### src/fabd_pkg.sv
// Package of encodings and widths for the file-register ALU and bit-test decoder
package fabd_pkg;
  // ==========================================================================
  // Instruction word layout
  // ==========================================================================
  localparam int INSN_W = 14;        // Instruction word width
  localparam int DATA_W = 8;         // File register and accumulator width
  localparam int ADDR_W = 7;         // File address width
  localparam int BITP_W = 3;         // Bit position width
  localparam int DEST_POS = 7;       // Destination select bit
  localparam int BITP_LSB = 7;       // Low bit of the bit position field
  // Opcode fields
  localparam logic [5:0] OP_ADD_ACC_TO_REG = 6'h07;   // 00 0111
  localparam logic [5:0] OP_AND_ACC_WITH_REG = 6'h05; // 00 0101
  localparam logic [3:0] OP_CLEAR_REG_BIT = 4'h4;     // 01 00
  localparam logic [3:0] OP_TEST_BIT_SKIP = 4'h6;     // 01 10
  // Status flag positions in the flag bus
  localparam int FLAG_C = 0;         // Carry
  localparam int FLAG_DC = 1;        // Digit carry
  localparam int FLAG_Z = 2;         // Zero
  // Reset value of the skip state
  localparam logic SKIP_RST = 1'b0;

  // Execution phase
  typedef enum logic
  {
    FABD_EXEC = 1'b0,                // Normal one-cycle execution
    FABD_NOP = 1'b1                  // Discarded slot run as no-operation
  } fabd_phase_t;
endpackage

### src/fabd_core.sv
// Decoder and executor for register add, AND, bit clear and bit test-skip
//
// Summary of operation
// - Add opcode sums accumulator and register, sets C DC Z
// - Destination zero writes accumulator, register unchanged
// - Destination one writes result back to register
// - AND opcode ANDs, routes result, updates zero only
// - Clear tested bit discards next, runs no-operation
// - Skip takes two cycles, second is no-operation
// - Port read-modify-write uses pin levels as operand
module fabd_core
  import fabd_pkg::*;
(
  input wire logic clk_i,                                // Core clock
  input wire logic reset_n_i,                            // Synchronous reset, active low
  input wire logic insn_valid_i,                         // Fetched word is present
  input wire logic [fabd_pkg::INSN_W-1:0] insn_i,        // Fetched instruction word
  input wire logic [fabd_pkg::DATA_W-1:0] reg_rdata_i,   // File register contents
  input wire logic reg_is_port_i,                        // Addressed register is an I/O port
  input wire logic [fabd_pkg::DATA_W-1:0] port_pins_i,   // Pin levels of that port
  output logic [fabd_pkg::ADDR_W-1:0] reg_addr_o,        // File address being read
  output logic reg_we_o,                                 // File register write strobe
  output logic [fabd_pkg::ADDR_W-1:0] reg_waddr_o,       // File register write address
  output logic [fabd_pkg::DATA_W-1:0] reg_wdata_o,       // File register write data
  output logic [fabd_pkg::DATA_W-1:0] acc_o,             // Accumulator
  output logic [2:0] flags_o,                            // Z, DC, C flags
  output logic nop_cycle_o,                              // Current slot runs as no-operation
  output logic insn_done_o                               // Decoded instruction retired
);
  import fabd_pkg::*;

  // ==========================================================================
  // Decode
  // ==========================================================================
  // The word after a taken skip is already fetched; gating every decode with
  // the phase keeps that word from touching any state but waddr_q, which still loads its address.
  // Bit operations share the upper four opcode bits; add and AND use six.
  logic is_add;                      // Add accumulator to register
  logic is_and;                      // AND accumulator with register
  logic is_bclr;                     // Clear register bit
  logic is_btst;                     // Test bit, skip if zero
  logic dest;                        // Destination select
  logic [BITP_W-1:0] bitp;           // Bit position
  logic [DATA_W-1:0] operand;        // Register operand
  fabd_phase_t phase_q, phase_d;     // Execution phase

  // Field extraction; a slot marked no-operation decodes to nothing
  always_comb
  begin
    dest = insn_i[DEST_POS];
    bitp = insn_i[BITP_LSB +: BITP_W];
    is_add = insn_valid_i && (phase_q == FABD_EXEC) && (insn_i[13:8] == OP_ADD_ACC_TO_REG);
    is_and = insn_valid_i && (phase_q == FABD_EXEC) && (insn_i[13:8] == OP_AND_ACC_WITH_REG);
    is_bclr = insn_valid_i && (phase_q == FABD_EXEC) && (insn_i[13:10] == OP_CLEAR_REG_BIT);
    is_btst = insn_valid_i && (phase_q == FABD_EXEC) && (insn_i[13:10] == OP_TEST_BIT_SKIP);
    // Port registers modified from themselves read the pins
    operand = reg_is_port_i ? port_pins_i : reg_rdata_i;
  end

  // Read address comes straight from the word so the operand arrives this cycle
  assign reg_addr_o = insn_i[ADDR_W-1:0];

  // ==========================================================================
  // Datapath and state
  // ==========================================================================
  // The register write is registered, so it reaches the file one cycle after
  // execute; the core does not forward it to a next word that reads that address.
  logic [DATA_W-1:0] acc_q, acc_d;       // Accumulator
  logic [2:0] flags_q, flags_d;          // Status flags
  logic we_q, we_d;                      // Registered write strobe
  logic [ADDR_W-1:0] waddr_q, waddr_d;   // Registered write address
  logic [DATA_W-1:0] wdata_q, wdata_d;   // Registered write data
  logic done_q, done_d;                  // Retire pulse
  logic [DATA_W:0] sum;                  // Full add with carry
  logic [4:0] nib_sum;                   // Low nibble add for digit carry
  logic [DATA_W-1:0] result;             // ALU result

  // Next-state computation
  always_comb
  begin
    sum = {1'b0, acc_q} + {1'b0, operand};
    nib_sum = {1'b0, acc_q[3:0]} + {1'b0, operand[3:0]};
    result = is_add ? sum[DATA_W-1:0] : (acc_q & operand);
    acc_d = acc_q;
    flags_d = flags_q;
    we_d = 1'b0;
    waddr_d = reg_addr_o;
    wdata_d = wdata_q;
    phase_d = FABD_EXEC;
    done_d = 1'b0;
    if (is_add || is_and)
    begin
      done_d = 1'b1;
      // Destination routing
      if (dest)
      begin
        we_d = 1'b1;
        wdata_d = result;
      end
      else
      begin
        acc_d = result;
      end
      flags_d[FLAG_Z] = (result == '0);
      if (is_add)
      begin
        flags_d[FLAG_C] = sum[DATA_W];
        flags_d[FLAG_DC] = nib_sum[4];
      end
    end
    else if (is_bclr)
    begin
      // Single bit cleared, flags untouched
      done_d = 1'b1;
      we_d = 1'b1;
      wdata_d = operand & ~(8'h01 << bitp);
    end
    else if (is_btst)
    begin
      done_d = 1'b1;
      // A clear bit turns the next slot into a no-operation
      if (!operand[bitp])
      begin
        phase_d = FABD_NOP;
      end
    end
  end

  // State registers
  always_ff @(posedge clk_i)
  begin
    if (!reset_n_i)
    begin
      acc_q <= 8'h00;
      flags_q <= 3'h0;
      we_q <= 1'b0;
      waddr_q <= 7'h00;
      wdata_q <= 8'h00;
      done_q <= 1'b0;
      phase_q <= FABD_EXEC;
    end
    else
    begin
      acc_q <= acc_d;
      flags_q <= flags_d;
      we_q <= we_d;
      waddr_q <= waddr_d;
      wdata_q <= wdata_d;
      done_q <= done_d;
      phase_q <= phase_d;
    end
  end

  // Outputs straight from the registers
  assign acc_o = acc_q;
  assign flags_o = flags_q;
  assign reg_we_o = we_q;
  assign reg_waddr_o = waddr_q;
  assign reg_wdata_o = wdata_q;
  assign nop_cycle_o = (phase_q == FABD_NOP);
  assign insn_done_o = done_q;

  // ==========================================================================
  // Assertions
  // ==========================================================================
  // Each property looks one cycle after the decode that triggers it, since
  // every result is registered.
  AST_ADD_SUM: assert property (@(posedge clk_i) disable iff (!reset_n_i)
    is_add && !dest |=> acc_o == $past(sum[7:0]) && flags_o[FLAG_C] == $past(sum[8]))
    else $error("add result or carry wrong");
  AST_DEST_ACC: assert property (@(posedge clk_i) disable iff (!reset_n_i)
    (is_add || is_and) && !dest |=> !reg_we_o)
    else $error("accumulator destination wrote register");
  AST_DEST_REG: assert property (@(posedge clk_i) disable iff (!reset_n_i)
    (is_add || is_and) && dest |=> reg_we_o && reg_wdata_o == $past(result) && $stable(acc_o))
    else $error("register destination wrong");
  AST_AND_FLAGS: assert property (@(posedge clk_i) disable iff (!reset_n_i)
    is_and |=> flags_o[1:0] == $past(flags_o[1:0]) && flags_o[FLAG_Z] == ($past(result) == 8'h00))
    else $error("AND touched carry flags");
  AST_SKIP: assert property (@(posedge clk_i) disable iff (!reset_n_i)
    is_btst && !operand[bitp] |=> (nop_cycle_o && insn_done_o) ##1 (!nop_cycle_o && !insn_done_o))
    else $error("skip not taken as one no-operation slot");
  AST_NO_SKIP: assert property (@(posedge clk_i) disable iff (!reset_n_i)
    is_btst && operand[bitp] |=> !nop_cycle_o && $stable(flags_o))
    else $error("set bit caused skip");
  AST_BCLR: assert property (@(posedge clk_i) disable iff (!reset_n_i)
    is_bclr |=> reg_we_o && !reg_wdata_o[$past(bitp)] && $stable(flags_o))
    else $error("bit clear wrong");
  AST_NOP_IDLE: assert property (@(posedge clk_i) disable iff (!reset_n_i)
    nop_cycle_o |=> !reg_we_o && $stable(acc_o) && $stable(flags_o))
    else $error("no-operation slot changed state");
  AST_PIN_OPERAND: assert property (@(posedge clk_i) disable iff (!reset_n_i)
    is_bclr && reg_is_port_i |=> reg_wdata_o == ($past(port_pins_i) & ~(8'h01 << $past(bitp))))
    else $error("port operand not from pins");

  // Further checks on datapath details
  // Add reports the low-nibble carry and a zero result
  AST_ADD_FLAGS: assert property (@(posedge clk_i) disable iff (!reset_n_i)
    is_add |=> flags_o[FLAG_Z] == ($past(acc_o + operand) == 8'h00) && flags_o[FLAG_DC] ==
      (({1'b0, $past(acc_o[3:0])} + {1'b0, $past(operand[3:0])}) > 5'h0F))
    else $error("add zero or digit carry wrong");
  // AND into the accumulator holds the bitwise product
  AST_AND_ROUTE: assert property (@(posedge clk_i) disable iff (!reset_n_i)
    is_and && !dest |=> acc_o == ($past(acc_o) & $past(operand)))
    else $error("AND result wrong");
  // Register writes go to the address that was read
  AST_WADDR: assert property (@(posedge clk_i) disable iff (!reset_n_i)
    (is_bclr || ((is_add || is_and) && dest)) |=> reg_waddr_o == $past(reg_addr_o))
    else $error("write address wrong");
  // Bit test writes nothing and changes no flag
  AST_TEST_QUIET: assert property (@(posedge clk_i) disable iff (!reset_n_i)
    is_btst |=> !reg_we_o && $stable(acc_o) && $stable(flags_o))
    else $error("bit test changed state");
  // Bit clear keeps every other bit of the operand
  AST_BCLR_KEEP: assert property (@(posedge clk_i) disable iff (!reset_n_i)
    is_bclr |=> (reg_wdata_o | (8'h01 << $past(bitp))) ==
      ($past(operand) | (8'h01 << $past(bitp))))
    else $error("bit clear disturbed other bits");
  // The discarded slot lasts one cycle and retires nothing
  AST_NOP_ONE_SLOT: assert property (@(posedge clk_i) disable iff (!reset_n_i)
    nop_cycle_o |=> !nop_cycle_o && !insn_done_o)
    else $error("no-operation slot too long");
endmodule

### config.mk
export PLATFORM = sky130hd
export DESIGN_NAME = fabd_core
export DESIGN_NICKNAME = d
export VERILOG_FILES = /design/src/fabd_pkg.sv /design/src/fabd_core.sv
export SDC_FILE = /design/constraint.sdc
export NUM_CORES = 1
export LEC_CHECK = 0
export BUFFER_PORTS_ARGS = -buffer_cell sky130_fd_sc_hd__buf_2
export CAP_MARGIN = 30
export CORE_MARGIN = 2
export CORE_UTILIZATION = 49
export DETAILED_ROUTE_END_ITERATION = 10
export PLACE_DENSITY_LB_ADDON = 0.3
export SLEW_MARGIN = 20
export SYNTH_ARGS = -nofsm -noshare
export SYNTH_HDL_FRONTEND = slang
export SYNTH_SLANG_ARGS = --single-unit
### constraint.sdc
create_clock -name clk_i -period 4.14 [get_ports clk_i]
set_input_delay 1.035 -clock clk_i [delete_from_list [all_inputs] [get_ports clk_i]]
set_output_delay 1.035 -clock clk_i [all_outputs]
set_load 0.02 [all_outputs]
# After elaboration in Yosys (flattened, before gate mapping)

Index checks and enable logic that the tools add are counted.

Memory bits (read-only): 0
Latch bits: 0
Register bits after elaboration: 29
Word-level logic and storage cells: 50
Output and inout port bits: 36
Bits of input ports: 34
RAM bits: 0
Memories: 0

Mux-type cells: 14
Div/mod/pow operators: 0
Shifts and indexed selects: 1
$lt $le $gt $ge: 1
$add $sub $neg: 2
Reductions and logical operators: 12
$mul: 0
Bitwise logic cells: 7
Equality and inequality tests: 5

Operator list:

| cell                | count |
|---|---|
| $mux 8              | 5 |
| $and 8x8->8         | 2 |
| $eq 6x3->1 const B  | 2 |
| $add 8x8->9         | 1 |
| $eq 4x3->1 const B  | 2 |
| $logic_not 8->1     | 1 |
| $mux 1              | 8 |
| $not 8->8           | 1 |
| $shl 1x3->8 const A | 1 |
| $reduce_and 2->1    | 3 |
| $add 4x4->5         | 1 |
| $logic_and 1x1->1   | 5 |
| $lt 3x4->1 const B  | 1 |
| $not 1->1           | 4 |
| $reduce_or 4->1     | 1 |
| $bmux 1 s3          | 1 |
| $ne 2x2->1 const B  | 1 |
| $reduce_bool 2->1   | 1 |
| $logic_or 1x1->1    | 1 |

# Longest topological paths before layout

Gate-level depths: netlist (run 1).

Depth after elaboration: 6
Mapped depth: 10
Depth with buffers taken out: 9

# Worst setup path before layout (run 1)

OpenSTA, ideal clock, no wires.

Kind: input to register
Start: input reg_is_port_i
End: register wdata_q[6] (netlist: reg_wdata_o[6])
Setup time: 70 ps
Buffers on the path: 1
Stages on the path: 10
Required time: 4070 ps
Slack: 880 ps
Data arrival time: 3191 ps
Cell sequence: buf_2 -> mux2_2 -> ha_1 -> fa_1 -> nand3_1 -> a21oi_1 -> o21a_1 -> o41a_1 -> o21a_1 -> a21oi_1

Word-level cells in the longest chain between the ends: 5
Elaborated cells on any way between the ends: 8
Those cells by class: 1 x add/sub; 5 x mux; 2 x bitwise

RTL lines:

| what                                              | RTL line                         | source |
|---|---|---|
| start: declaration                                | fabd_core.sv:19                  | `input wire logic reg_is_port_i,` |
| $mux 8 *                                          | fabd_core.sv:57                  | `operand = reg_is_port_i ? port_pins_i : reg_rdata_i;` |
| $add 8x8->9 / $and 8x8->8 (equally long branches) | fabd_core.sv:81, fabd_core.sv:83 |  |
| $mux 8                                            | fabd_core.sv:83                  | `result = is_add ? sum[DATA_W-1:0] : (acc_q & operand);` |
| $mux 8                                            | fabd_core.sv:95                  | `if (dest)` |
| $mux 8 *                                          | fabd_core.sv:91                  | `if (is_add \|\| is_and)` |
| end signal: assignment                            | fabd_core.sv:148                 | `wdata_q <= wdata_d;` |
| end: declaration                                  | fabd_core.sv:72                  | `logic [DATA_W-1:0] wdata_q, wdata_d;` |

Every way passes the cells marked *; elsewhere a longest branch is shown, timed or not. The select of a mux whose other input is x is not followed.
A chain may end at the register's enable or synchronous reset.

# Final worst setup path (run 1)

Same ends and word-level chain as after synthesis.

==> parameters.txt, run 1 <==
Parameter                              Value

Synth
  Yosys synthesis warning count ... 0
  Number of nets produced by synthesis ... 250
  Fraction of registers with async set or reset after synthesis ... 0%
  Number of register bits inferred by synthesis ... 29
  Post-Synthesis Cells ... 206
  Largest area contributor in the synthesized netlist ... dfxtp_1
  Largest cells by area after synthesis ... dfxtp_1, ha_1, nand2_1
  Synth top area share ... 32.16%
  Count of distinct cell types in the synthesized netlist ... 47
  Syn Area/Cell ... 8.764 um^2
  Mapped Area ... 1805 um^2
  Prevailing post-synth register cell ... dfxtp_1
  Number of enable flip-flop cells after synthesis ... 0
  Sequential cell area fraction in the yosys report ... 32.16%

Setup path
  Worst reg2reg path startpoint ... acc_o[0]
  Endpoint class of the critical path ... register
  Data arrival time of the worst path ... 3.35 ns
  Worst Path Max Fanout ... 8
  Required time reported for the critical path endpoint ... 4.36 ns
  Setup slack of the most critical reg-to-reg path ... 2.01 ns
  Sort of element at the start of the critical path ... input port
  Reg-to-reg critical path endpoint ... reg_wdata_o[6]
  Kind of critical path ... input port to register
  Cells on worst reg2reg path ... 8

Route
  First-pass detailed-route iteration total ... 4
  Average wire length per cell after detail routing ... 14.07 um
  Vias per cell ... 5.560
  DRC violation count after routing ... 0
  Number of vias in the routed layout ... 1757
  Antenna violation net count after detailed routing ... 0
  Total wire length ... 4446 um
  Violation count after the first detailed-route iteration ... 148

Clocking
  Total CTS buffers ... 5
  Insertion delay of the later-clocked pin in the worst-skew pair ... 0.29 ns
  TritonCTS clock tree ... yes
  CTS Hold Bufs ... 0
  Clk buf depth ... 2
  Root buffer selected by CTS ... clkbuf_8
  Clk pin slew, worst setup/hold paths ... 0.06 ns
  Buffers inserted by post-CTS timing repair ... 0
  Number of gates given a new drive strength after cts ... 0
  Sink count of the clock tree ... 29
  H-tree levels ... 2

Floorplanning
  Die outline height ... 64.70 um
  Core area ... 3606 um^2
  Count of pins on the block boundary ... 70
  Die area ... 4186 um^2
  Row count ... 22
  Initial cell density of the core ... 50.07%
  Horiz. Die Dim ... 64.70 um

Timing
  Max Fclk ... 0.3203 GHz
  Clock Skews ... 0.004658 ns
  Final worst-path cycle share ... 75.42%
  Count of final max-slew check failures ... 0
  Number of setup violations in the final report ... 0
  RSZ-0062 raised after global routing ... false
  Final min period ... 3.122 ns
  Actual slew at the worst max-slew pin ... 0.6895 ns
  Total negative setup slack ... 0 ns
  Number of hold violations in the final report ... 0
  Max-slew headroom at the worst pin ... 53.73%

Hold path
  Hold Startpoint ... reg_wdata_o[1]
  Worst Hold Endpoint ... reg_wdata_o[1]
  Class of the worst hold path ... register to register
  Instance count along the most critical hold path ... 2

Global routing
  Vias in the first global route ... 1509
  Global-route wire length before repair ... 7093 um
  Antenna violations before repair ... 0
  Global router's overall resource usage ... 22.10%
  Largest net degree at the start of global routing ... 25
  GRT Residual Overflow ... 0

Pwr
  Leakage power total ... 1.178 nW
  Largest voltage drop on the vdd net ... 0.1666 mV
  Ratio of total power to cell area ... 314.7 nW/um^2
  Total power ... 706.4 uW

Layout
  Antenna fix cells ... 0
  Layout Area Growth over Synthesis ... 24.32%
  Layout Nets ... 311
  Count of non-filler cells in the finished layout ... 316
  Layout cells sized above 1 ... 33.96%

Run
  Max-cap violation count ... 0

Placed design
  Inst Count DP ... 308
  Post-DP HPWL ... 3317 um
  RePlAce Congestion ... 0.8043
  Count of buffers inserted at the top-level ports ... 69

Status
  Outcome ... completed
-- placed cells by master, fill, tap and decap left out, types with 2 or more instances in the layout --
cell       instances
buf_2             69
dfxtp_1           29
nand2_1           23
a21oi_1           15
nor2_1            12
o21ai_0           11
ha_1               9
mux2i_1            8
mux2_2             7
nand3_1            7
and2_1             7
inv_1              6
clkbuf_8           6
a211oi_1           5
o211a_1            5
o21a_1             3
a21o_1             3
and3_1             3
xor2_1             3
nor2b_1            2
nor3_1             2
a31oi_1            2
xnor2_1            2
nor4_1             2
o311ai_0           2
a2bb2oi_1          2
-- synth_stat cells, types with 2 or more instances --
cell / n
nand3_1: 7
nor3_1: 2
a211oi_1: 5
mux2i_1: 8
nor4_1: 2
xnor2_1: 2
and3_1: 3
clkbuf_1: 6
a21oi_1: 15
o211a_1: 5
a31oi_1: 2
nand2_1: 23
mux2_2: 7
buf_2: 3
dfxtp_1: 29
o21a_1: 3
o21ai_0: 11
and2_1: 7
ha_1: 9
a2bb2oi_1: 2
o311ai_0: 2
xor2_1: 3
nor2_1: 12
nor2b_1: 2
buf_4: 7
a21o_1: 3
inv_1: 6
-- final cells by class --
class | instances | area [um^2]
fillers | 329 | 1361
multi-input cells | 154 | 1109
flip-flops and latches | 29 | 580.6
repair buffers | 70 | 352.8
clock buffers | 7 | 86.33
well taps | 48 | 60.06
clock inverters | 1 | 30.03
inverters | 7 | 26.28
-- routing by layer --
| metal | vias up | GRT usage (%) | share of wire (%) | routed length [um] |
|---|---|---|---|---|
| met5 | - | 0 | 0 | 0 |
| met4 | 0 | 8.777 | 2.2 | 96 |
| met3 | 9 | 5.729 | 6.7 | 297 |
| met2 | 64 | 35.57 | 47 | 2078 |
| met1 | 819 | 28.14 | 44 | 1974 |
| li1 | 865 | - | - | - |
-- worst max-delay path, cell delays in order --
cell and delay (ns):
buf_2 0.19, mux2_2 0.39, ha_1 0.25, fa_1 0.41, nand3_1 0.10, a21oi_1 0.08
o21a_1 0.19, o41a_1 0.41, o21a_1 0.18, a21oi_1 0.10
-- power breakdown --
part,leakage [nW],total (mW),internal (mW),switching [mW]
logic,0.884,0.112,0.0472,0.0649
registers,0.236,0.288,0.286,0.00216
clock network,0.0585,0.307,0.196,0.111
-- flip-flops by register name, indices dropped and copies added (netlist names) --
name	count
acc_o	8
reg_wdata_o	8
reg_waddr_o	7
flags_o	3
insn_done_o	1
nop_cycle_o	1
reg_we_o	1
-- worst max-delay path by stage --
stage	endpoint	slack [ns]	cells past startpoint	startpoint
final	reg_wdata_o[6]	1.02	10	reg_is_port_i
after global routing	reg_wdata_o[6]	0.88	10	reg_is_port_i
after CTS	reg_wdata_o[6]	1.02	10	reg_is_port_i
after detailed placement	reg_wdata_o[6]	0.73	10	reg_is_port_i
after global placement	reg_wdata_o[6]	0.79	10	reg_is_port_i
after floorplan	reg_wdata_o[6]	0.88	10	reg_is_port_i
-- stage by stage --
stage	worst slack [ns]	util, %	instance area, um^2	hold slack (ns)
floorplan	0.8796	-	1805	0.5299
global placement	0.7886	59.02	2128	0.4424
detailed placement	0.7272	59.02	2128	0.4455
CTS	1.018	62.25	2245	0.4539
global route	0.8759	62.25	2245	0.4746
finish	1.018	62.25	2245	0.4561
-- kinds of logic after synthesis --
| kind of cell | share of synthesized area [%] |
|---|---|
| muxes | 10.05 |
| adders and majority gates | 7.346 |
| AOI/OAI and AO/OA | 23.29 |
| buffers and inverters | 6.444 |
| DFF | 32.16 |
| and+or+nand+nor | 18.29 |
| xor gates and xnor gates | 2.426 |
Note: power is estimated with default switching activity, not from simulation.
==> run 2: changes to the inputs <==
Settings changed: ABC_AREA set to 1, CORE_UTILIZATION 49 to 50.
Clock period 4.14 ns to 3.18 ns, I/O delays scaled along.
==> run 2 against run 1 <==
Against the previous run:
- sequential power up 30%
- final area up 5.7%
- synthesized cell count up 48%
- highest routed layer unchanged
- critical path type unchanged
- non-clock buffer count down 1
- register-to-register slack worse by 0.83 ns
- hold slack better by 0.0050 ns
- worst setup slack worse by 0.47 ns
- utilization up 1.6 points
- global-route usage up 2.5 points
- count of clock-buffer cells in the layout down 2
- clock power about the same
==> parameters.txt, run 2 <==
Parameter                              Value

Setup path
  Cells on worst reg2reg path ... 11 (+3)
  Sort of element at the start of the critical path ... input port
  Worst Path Max Fanout ... 9 (+1)
  Worst reg2reg path startpoint ... acc_o[0]
  Endpoint class of the critical path ... register
  Worst Setup SP ... reg_is_port_i
  Required time reported for the critical path endpoint ... 3.40 ns (-0.96 ns)
  Data arrival time of the worst path ... 2.85 ns (-0.50 ns)
  Kind of critical path ... input port to register

Clocking
  H-tree levels ... 2 (unchanged)
  Insertion delay of the later-clocked pin in the worst-skew pair ... 0.29 ns (about the same)
  Number of gates given a new drive strength after cts ... 0 (unchanged)
  CTS Hold Bufs ... 0 (unchanged)
  Buffers inserted by post-CTS timing repair ... 0 (unchanged)
  Total CTS buffers ... 5 (unchanged)
  Clk buf depth ... 2 (unchanged)
  Sink count of the clock tree ... 29 (unchanged)
  Root buffer selected by CTS ... clkbuf_8
  Clk pin slew, worst setup/hold paths ... 0.06 ns (about the same)
  TritonCTS clock tree ... yes

Route
  Highest metal used ... met4
  Average wire length per cell after detail routing ... 12.51 um (-11%)
  Met3 routed WL ... 370 um (+25%)
  Met1 Wirelength ... 2247 um (+14%)
  Met2 wire length ... 2525 um (+22%)
  First-pass detailed-route iteration total ... 6 (+2)
  DRC violation count after routing ... 0 (unchanged)
  Violation count after the first detailed-route iteration ... 149 (+0.68%)
  Vias per cell ... 5.148 (-7.4%)
  Total wire length ... 5228 um (+18%)
  Antenna violation net count after detailed routing ... 0 (unchanged)
  Number of vias in the routed layout ... 2152 (+22%)

Pwr
  Comb pwr share ... 18.5% (+2.6 points)
  Leakage power total ... 1.385 nW (+18%)
  Net switching fraction of the power ... 31.17% (+6.0 points)
  Sequential power share ... 44.7% (+4.0 points)
  Ratio of total power to cell area ... 352.7 nW/um^2 (+12%)
  Largest voltage drop on the vdd net ... 0.2835 mV (+70%)
  Clock network fraction of design power ... 36.8% (-6.6 points)
  Cell-internal power ... 576.2 uW (+9.0%)
  Switching power ... 260.9 uW (+47%)

Global routing
  GRT Residual Overflow ... 0 (unchanged)
  Antenna violations before repair ... 0 (unchanged)
  Vias in the first global route ... 1934 (+28%)
  Global-route wire length before repair ... 8349 um (+18%)
  Largest net degree at the start of global routing ... 23 (-8.0%)
  Global router's overall resource usage ... 24.65% (+2.5 points)

Timing
  Total negative setup slack ... 0 ns (unchanged)
  Final min period ... 2.634 ns
  Final worst-path cycle share ... 82.84%
  Count of final max-slew check failures ... 0 (unchanged)
  Max Fclk ... 0.3796 GHz
  Clock Skews ... 0.01214 ns (+0.007479 ns)
  Setup ws final ... 0.5458 ns (-0.4719 ns)
  RSZ-0062 raised after global routing ... false
  Number of hold violations in the final report ... 0 (unchanged)
  Max-slew headroom at the worst pin ... 59.24% (+5.5 points)
  Number of setup violations in the final report ... 0 (unchanged)
  Actual slew at the worst max-slew pin ... 0.6107 ns (-0.07875 ns)

Synth
  Number of nets produced by synthesis ... 349 (+40%)
  Yosys synthesis warning count ... 0 (unchanged)
  Post-Synthesis Cells ... 305 (+48%)
  Cell with the most instances after synthesis ... nand2_1
  Fraction of registers with async set or reset after synthesis ... 0% (unchanged)
  Largest area contributor in the synthesized netlist ... dfxtp_1
  Prevailing post-synth register cell ... dfxtp_1
  Count of distinct cell types in the synthesized netlist ... 31 (-34%)
  Number of register bits inferred by synthesis ... 29 (unchanged)
  Number of enable flip-flop cells after synthesis ... 0 (unchanged)
  Sequential cell area fraction in the yosys report ... 29.55% (-2.6 points)
  Syn Area/Cell ... 6.441 um^2 (-27%)
  Mapped Area ... 1964 um^2 (+8.8%)
  Most used standard cells in the synthesized netlist ... nand2_1, inv_1, dfxtp_1, nand3_1, nor2_1
  Largest cells by area after synthesis ... dfxtp_1, nand2_1, inv_1
  Synth top area share ... 29.55% (-2.6 points)

Placed design
  Pre-CTS setup slack ... 0.3158 ns (-0.4114 ns)
  Post-DP HPWL ... 3965 um (+20%)
  Placement-stage cell area ... 2287 um^2 (+7.5%)
  Count of buffers inserted at the top-level ports ... 69 (unchanged)
  RePlAce Congestion ... 0.9425 (+17%)

Layout
  Layout cells sized above 1 ... 26.22% (-7.7 points)
  Sequential cell area ... 580.6 um^2 (unchanged)
  Share of the core filled with cells ... 63.87% (+1.6 points)
  Antenna fix cells ... 0 (unchanged)
  Most common library cell in the layout ignoring fill and taps ... nand2_1
  Layout Nets ... 413 (+33%)
  Layout Area Growth over Synthesis ... 20.83%
  Summed area of non-filler cells in the final layout ... 2374 um^2 (+5.7%)
  Most used cells in the layout excluding fill and tap cells ... nand2_1, buf_2, inv_1
  Final-layout fill cell count ... 370 (+12%)
  Area taken by multi-input logic gates ... 1130 um^2 (+1.9%)

Floorplanning
  Row count ... 22 (unchanged)
  Horiz. Die Dim ... 66.68 um (+3.1%)
  Count of pins on the block boundary ... 70 (unchanged)
  Die outline height ... 66.68 um (+3.1%)
  Initial cell density of the core ... 52.86% (+2.8 points)
  Core area ... 3716 um^2 (+3.1%)
  Die area ... 4446 um^2 (+6.2%)

Hold path
  Class of the worst hold path ... register to register
  Instance count along the most critical hold path ... 2 (unchanged)
  Hold Startpoint ... flags_o[2]

Status
  Outcome ... completed

Run
  Max-cap violation count ... 0 (unchanged)
==> run 2: changes by cell type after synthesis, sizes merged, moves of 5 or more <==
cell,before,now
o211a,5,0
a211oi,5,0
nand3,8,20
inv,6,45
mux2i,8,0
nor2,13,27
nand2,23,98
mux2,7,0
and2,7,0
o21ai,12,22
o211ai,0,5
==> run 2: cell type report <==
class                   instances  share of cell area [%]
flip-flops and latches         29                   24.46
well taps                      48                   2.530
repair buffers                 69                   14.55
clock inverters                 3                  0.7380
inverters                      45                   7.222
clock buffers                   5                   2.899
multi-input cells             219                   47.60
==> run 2: layer usage <==
metal | vias to the layer above | global-route usage, %
li1 | 1104 | -
met1 | 955 | 29.77
met2 | 82 | 43.00
met3 | 11 | 5.068
met4 | 0 | 8.673
met5 | - | 0
==> run 2: per-stage QoR <==
step	total power, mW	cells	hold WS, ns
5_1_grt	0.8707	418	0.4951
4_1_cts	0.8342	418	0.4670
2_1_floorplan	0.4851	305	0.5403
3_3_place_gp	0.5323	410	0.4561
3_5_place_dp	0.5341	410	0.4577
6_report	0.8371	418	0.4611
==> run 2: logic make-up after synthesis <==
| logic type | share of synthesized area (%) |
|---|---|
| fa+ha+maj | 6.752 |
| flops | 29.55 |
| compound gates | 16.82 |
| simple gates | 33.95 |
| buf+inv | 12.93 |
==> run 2: worst max-delay path, cell delays in order <==
cell and delay [ns]:
buf_2 0.17, inv_1 0.15, nand2_1 0.09, nand2_1 0.08, ha_1 0.25, fa_1 0.42
nand3_1 0.10, nand3_1 0.09, nand3_1 0.13, nand2_1 0.13, nor2_1 0.11, nand2_1 0.05
nor2_1 0.08, nand3_1 0.07, a21oi_1 0.13
==> run 2: final timing paths <==
| check | to | slack (ns) |
|---|---|---|
| max | flags_o[2] | 0.55 |
| min | flags_o[2] | 0.46 |
| max reg2reg | flags_o[2] | 1.18 |
| min reg2reg | flags_o[2] | 0.46 |
==> run 2: power by group through the flow <==
stage	registers, mW	clock network (mW)	logic [mW]
finish	0.375	0.308	0.155
detailed placement	0.383	0	0.151
floorplan	0.394	0	0.0909
CTS	0.375	0.307	0.153
global placement	0.383	0	0.149
global route	0.376	0.325	0.171
==> run 3: changes to the inputs <==
Clock period 3.18 ns to 2.6 ns, I/O delays scaled along.
==> run 3 against run 2 <==
Against the previous run:
- die area unchanged
- global-route usage grew 1.2 points
- final area grew 3.8%
- first-iteration DRC count is 54% higher
- utilization rose by 2.4 points
- critical path type unchanged
==> parameters.txt, run 3 (same netlist as run 2, synthesis figures left out) <==
Parameter                              Value

Pwr
  Switching power ... 312.3 uW (+20%)
  Total power ... 1.028 mW (+23%)
  Largest voltage drop on the vdd net ... 0.3051 mV (+7.6%)
  Comb pwr share ... 19.6% (+1.1 points)
  Net switching fraction of the power ... 30.37% (-0.79 points)
  Cell-internal power ... 715.8 uW (+24%)
  Sequential power share ... 44.6% (about the same)
  Ratio of total power to cell area ... 417.3 nW/um^2 (+18%)
  Clock network fraction of design power ... 35.8% (-1.0 points)
  Leakage power total ... 1.444 nW (+4.3%)

Clocking
  H-tree levels ... 2 (unchanged)
  Sink count of the clock tree ... 29 (unchanged)
  Insertion delay of the later-clocked pin in the worst-skew pair ... 0.29 ns (about the same)
  Root buffer selected by CTS ... clkbuf_8
  Buffers inserted by post-CTS timing repair ... 0 (unchanged)
  Number of gates given a new drive strength after cts ... 0 (unchanged)
  TritonCTS clock tree ... yes
  Clk pin slew, worst setup/hold paths ... 0.06 ns (about the same)
  CTS Hold Bufs ... 0 (unchanged)
  Clk buf depth ... 2 (unchanged)
  Total CTS buffers ... 5 (unchanged)

Timing
  RSZ-0062 raised after global routing ... false
  Final min period ... 2.303 ns
  Max Fclk ... 0.4342 GHz
  Count of final max-slew check failures ... 0 (unchanged)
  Total negative setup slack ... 0 ns (unchanged)
  Max-slew headroom at the worst pin ... 71.30% (+12 points)
  Number of hold violations in the final report ... 0 (unchanged)
  Number of setup violations in the final report ... 0 (unchanged)
  Final worst-path cycle share ... 88.58%
  Clock Skews ... 0.01504 ns (+0.002901 ns)
  Min Hold Slack ... 0.4639 ns (+0.002805 ns)
  Actual slew at the worst max-slew pin ... 0.4260 ns (-0.1848 ns)

Placed design
  RePlAce Congestion ... 0.9313 (-1.2%)
  Inst Count DP ... 422 (+2.9%)
  Count of buffers inserted at the top-level ports ... 69 (unchanged)
  Post-DP HPWL ... 4139 um (+4.4%)

Layout
  Final-layout fill cell count ... 358 (-3.2%)
  Count of non-filler cells in the finished layout ... 430 (+2.9%)
  Most common library cell in the layout ignoring fill and taps ... nand2_1
  Layout cells sized above 1 ... 28.53% (+2.3 points)
  Layout Nets ... 425 (+2.9%)
  Antenna fix cells ... 0 (unchanged)
  Most used cells in the layout excluding fill and tap cells ... nand2_1, buf_2, inv_1
  Share of the core filled with cells ... 66.30% (+2.4 points)
  Layout Area Growth over Synthesis ... 25.41%

Global routing
  Largest net degree at the start of global routing ... 23 (unchanged)
  Global-route wire length before repair ... 8680 um (+4.0%)
  Vias in the first global route ... 1984 (+2.6%)
  Antenna violations before repair ... 0 (unchanged)
  Global router's overall resource usage ... 25.86% (+1.2 points)
  GRT Residual Overflow ... 0 (unchanged)

Hold path
  Worst Hold Endpoint ... reg_wdata_o[7]
  Hold Startpoint ... reg_wdata_o[7]
  Instance count along the most critical hold path ... 2 (unchanged)
  Class of the worst hold path ... register to register

Setup path
  Cells on worst reg2reg path ... 12 (+1)
  Reg-to-reg critical path endpoint ... acc_o[6]
  Endpoint class of the critical path ... register
  Sort of element at the start of the critical path ... input port
  Worst reg2reg path startpoint ... acc_o[0]
  Kind of critical path ... input port to register
  Worst Path Max Fanout ... 7 (-2)
  Required time reported for the critical path endpoint ... 2.77 ns (-0.63 ns)
  Setup slack of the most critical reg-to-reg path ... 0.70 ns (-0.48 ns)
  Data arrival time of the worst path ... 2.48 ns (-0.37 ns)

Route
  Number of vias in the routed layout ... 2197 (+2.1%)
  First-pass detailed-route iteration total ... 4 (-2)
  Antenna violation net count after detailed routing ... 0 (unchanged)
  Violation count after the first detailed-route iteration ... 230 (+54%)
  Vias per cell ... 5.109 (-0.76%)
  DRC violation count after routing ... 0 (unchanged)
  Total wire length ... 5312 um (+1.6%)
  Average wire length per cell after detail routing ... 12.35 um (-1.2%)

Floorplanning
  Horiz. Die Dim ... 66.68 um (unchanged)
  Core area ... 3716 um^2 (unchanged)
  Initial cell density of the core ... 52.86% (unchanged)
  Die area ... 4446 um^2 (unchanged)
  Count of pins on the block boundary ... 70 (unchanged)
  Row count ... 22 (unchanged)
  Die outline height ... 66.68 um (unchanged)

Run
  Max-cap violation count ... 0 (unchanged)

Status
  Outcome ... completed
[run 3: changes by cell type in the layout (fill, tap and decap cells not counted)]
cell and change:
buf_4 +12
[run 3: final cells by class]
cell class	instances	area [um^2]	share of cell area [%]
timing repair buffer	81	435.4	17.67
multi-input combinational	219	1130	45.86
tap	48	60.06	2.438
inverter	45	171.4	6.958
clock buffer	5	68.82	2.793
sequential	29	580.6	23.57
clock inverter	3	17.52	0.7110
[run 3: per-stage QoR]
stage	setup WS, ns	area (um^2)
4_1_cts	0.2982	2464
5_1_grt	0.04856	2464
3_3_place_gp	0.07386	2377
3_5_place_dp	0.007038	2377
6_report	0.2968	2464
2_1_floorplan	0.08846	1966
[run 3: routing by layer]
metal  vias to the layer above  wire length, um  share of wire, %  global-route usage (%)
met1                       976             2274                43                   32.64
met4                         0              114               2.1                   8.163
met5                         -                0                 0                       0
met3                        14              388               7.3                   7.264
met2                        80             2534                48                   42.50
li1                       1127                -                 -                       -
[run 3: worst max-delay path, stage by stage]
cell and delay (ns):
buf_2 0.14, inv_1 0.12, nand2_1 0.09, nand2_1 0.07, ha_1 0.20, fa_1 0.40
nand3_1 0.11, nand2_1 0.09, a21oi_1 0.14, nand2_1 0.06, nand2_1 0.06, nand2_1 0.04
nand2_1 0.11, nand2_1 0.06, o211ai_1 0.08, inv_1 0.06
[run 3: worst max-delay path by stage]
stage | from | end | slack [ns] | cells past startpoint
6_report | reg_is_port_i | acc_o[6] | 0.30 | 16
5_1_grt | reg_is_port_i | flags_o[2] | 0.05 | 15
4_1_cts | reg_is_port_i | reg_wdata_o[6] | 0.30 | 15
3_5_place_dp | reg_is_port_i | reg_wdata_o[6] | 0.007 | 15
3_3_place_gp | reg_is_port_i | flags_o[2] | 0.07 | 15
2_1_floorplan | reg_is_port_i | reg_wdata_o[6] | 0.09 | 15
[run 3: power by group through the flow]
| stage | clock network, mW | registers (mW) | logic (mW) |
|---|---|---|---|
| after floorplan | 0 | 0.482 | 0.111 |
| after global placement | 0 | 0.468 | 0.196 |
| after detailed placement | 0 | 0.469 | 0.199 |
| after CTS | 0.367 | 0.459 | 0.200 |
| after global routing | 0.394 | 0.459 | 0.224 |
| final | 0.368 | 0.459 | 0.201 |
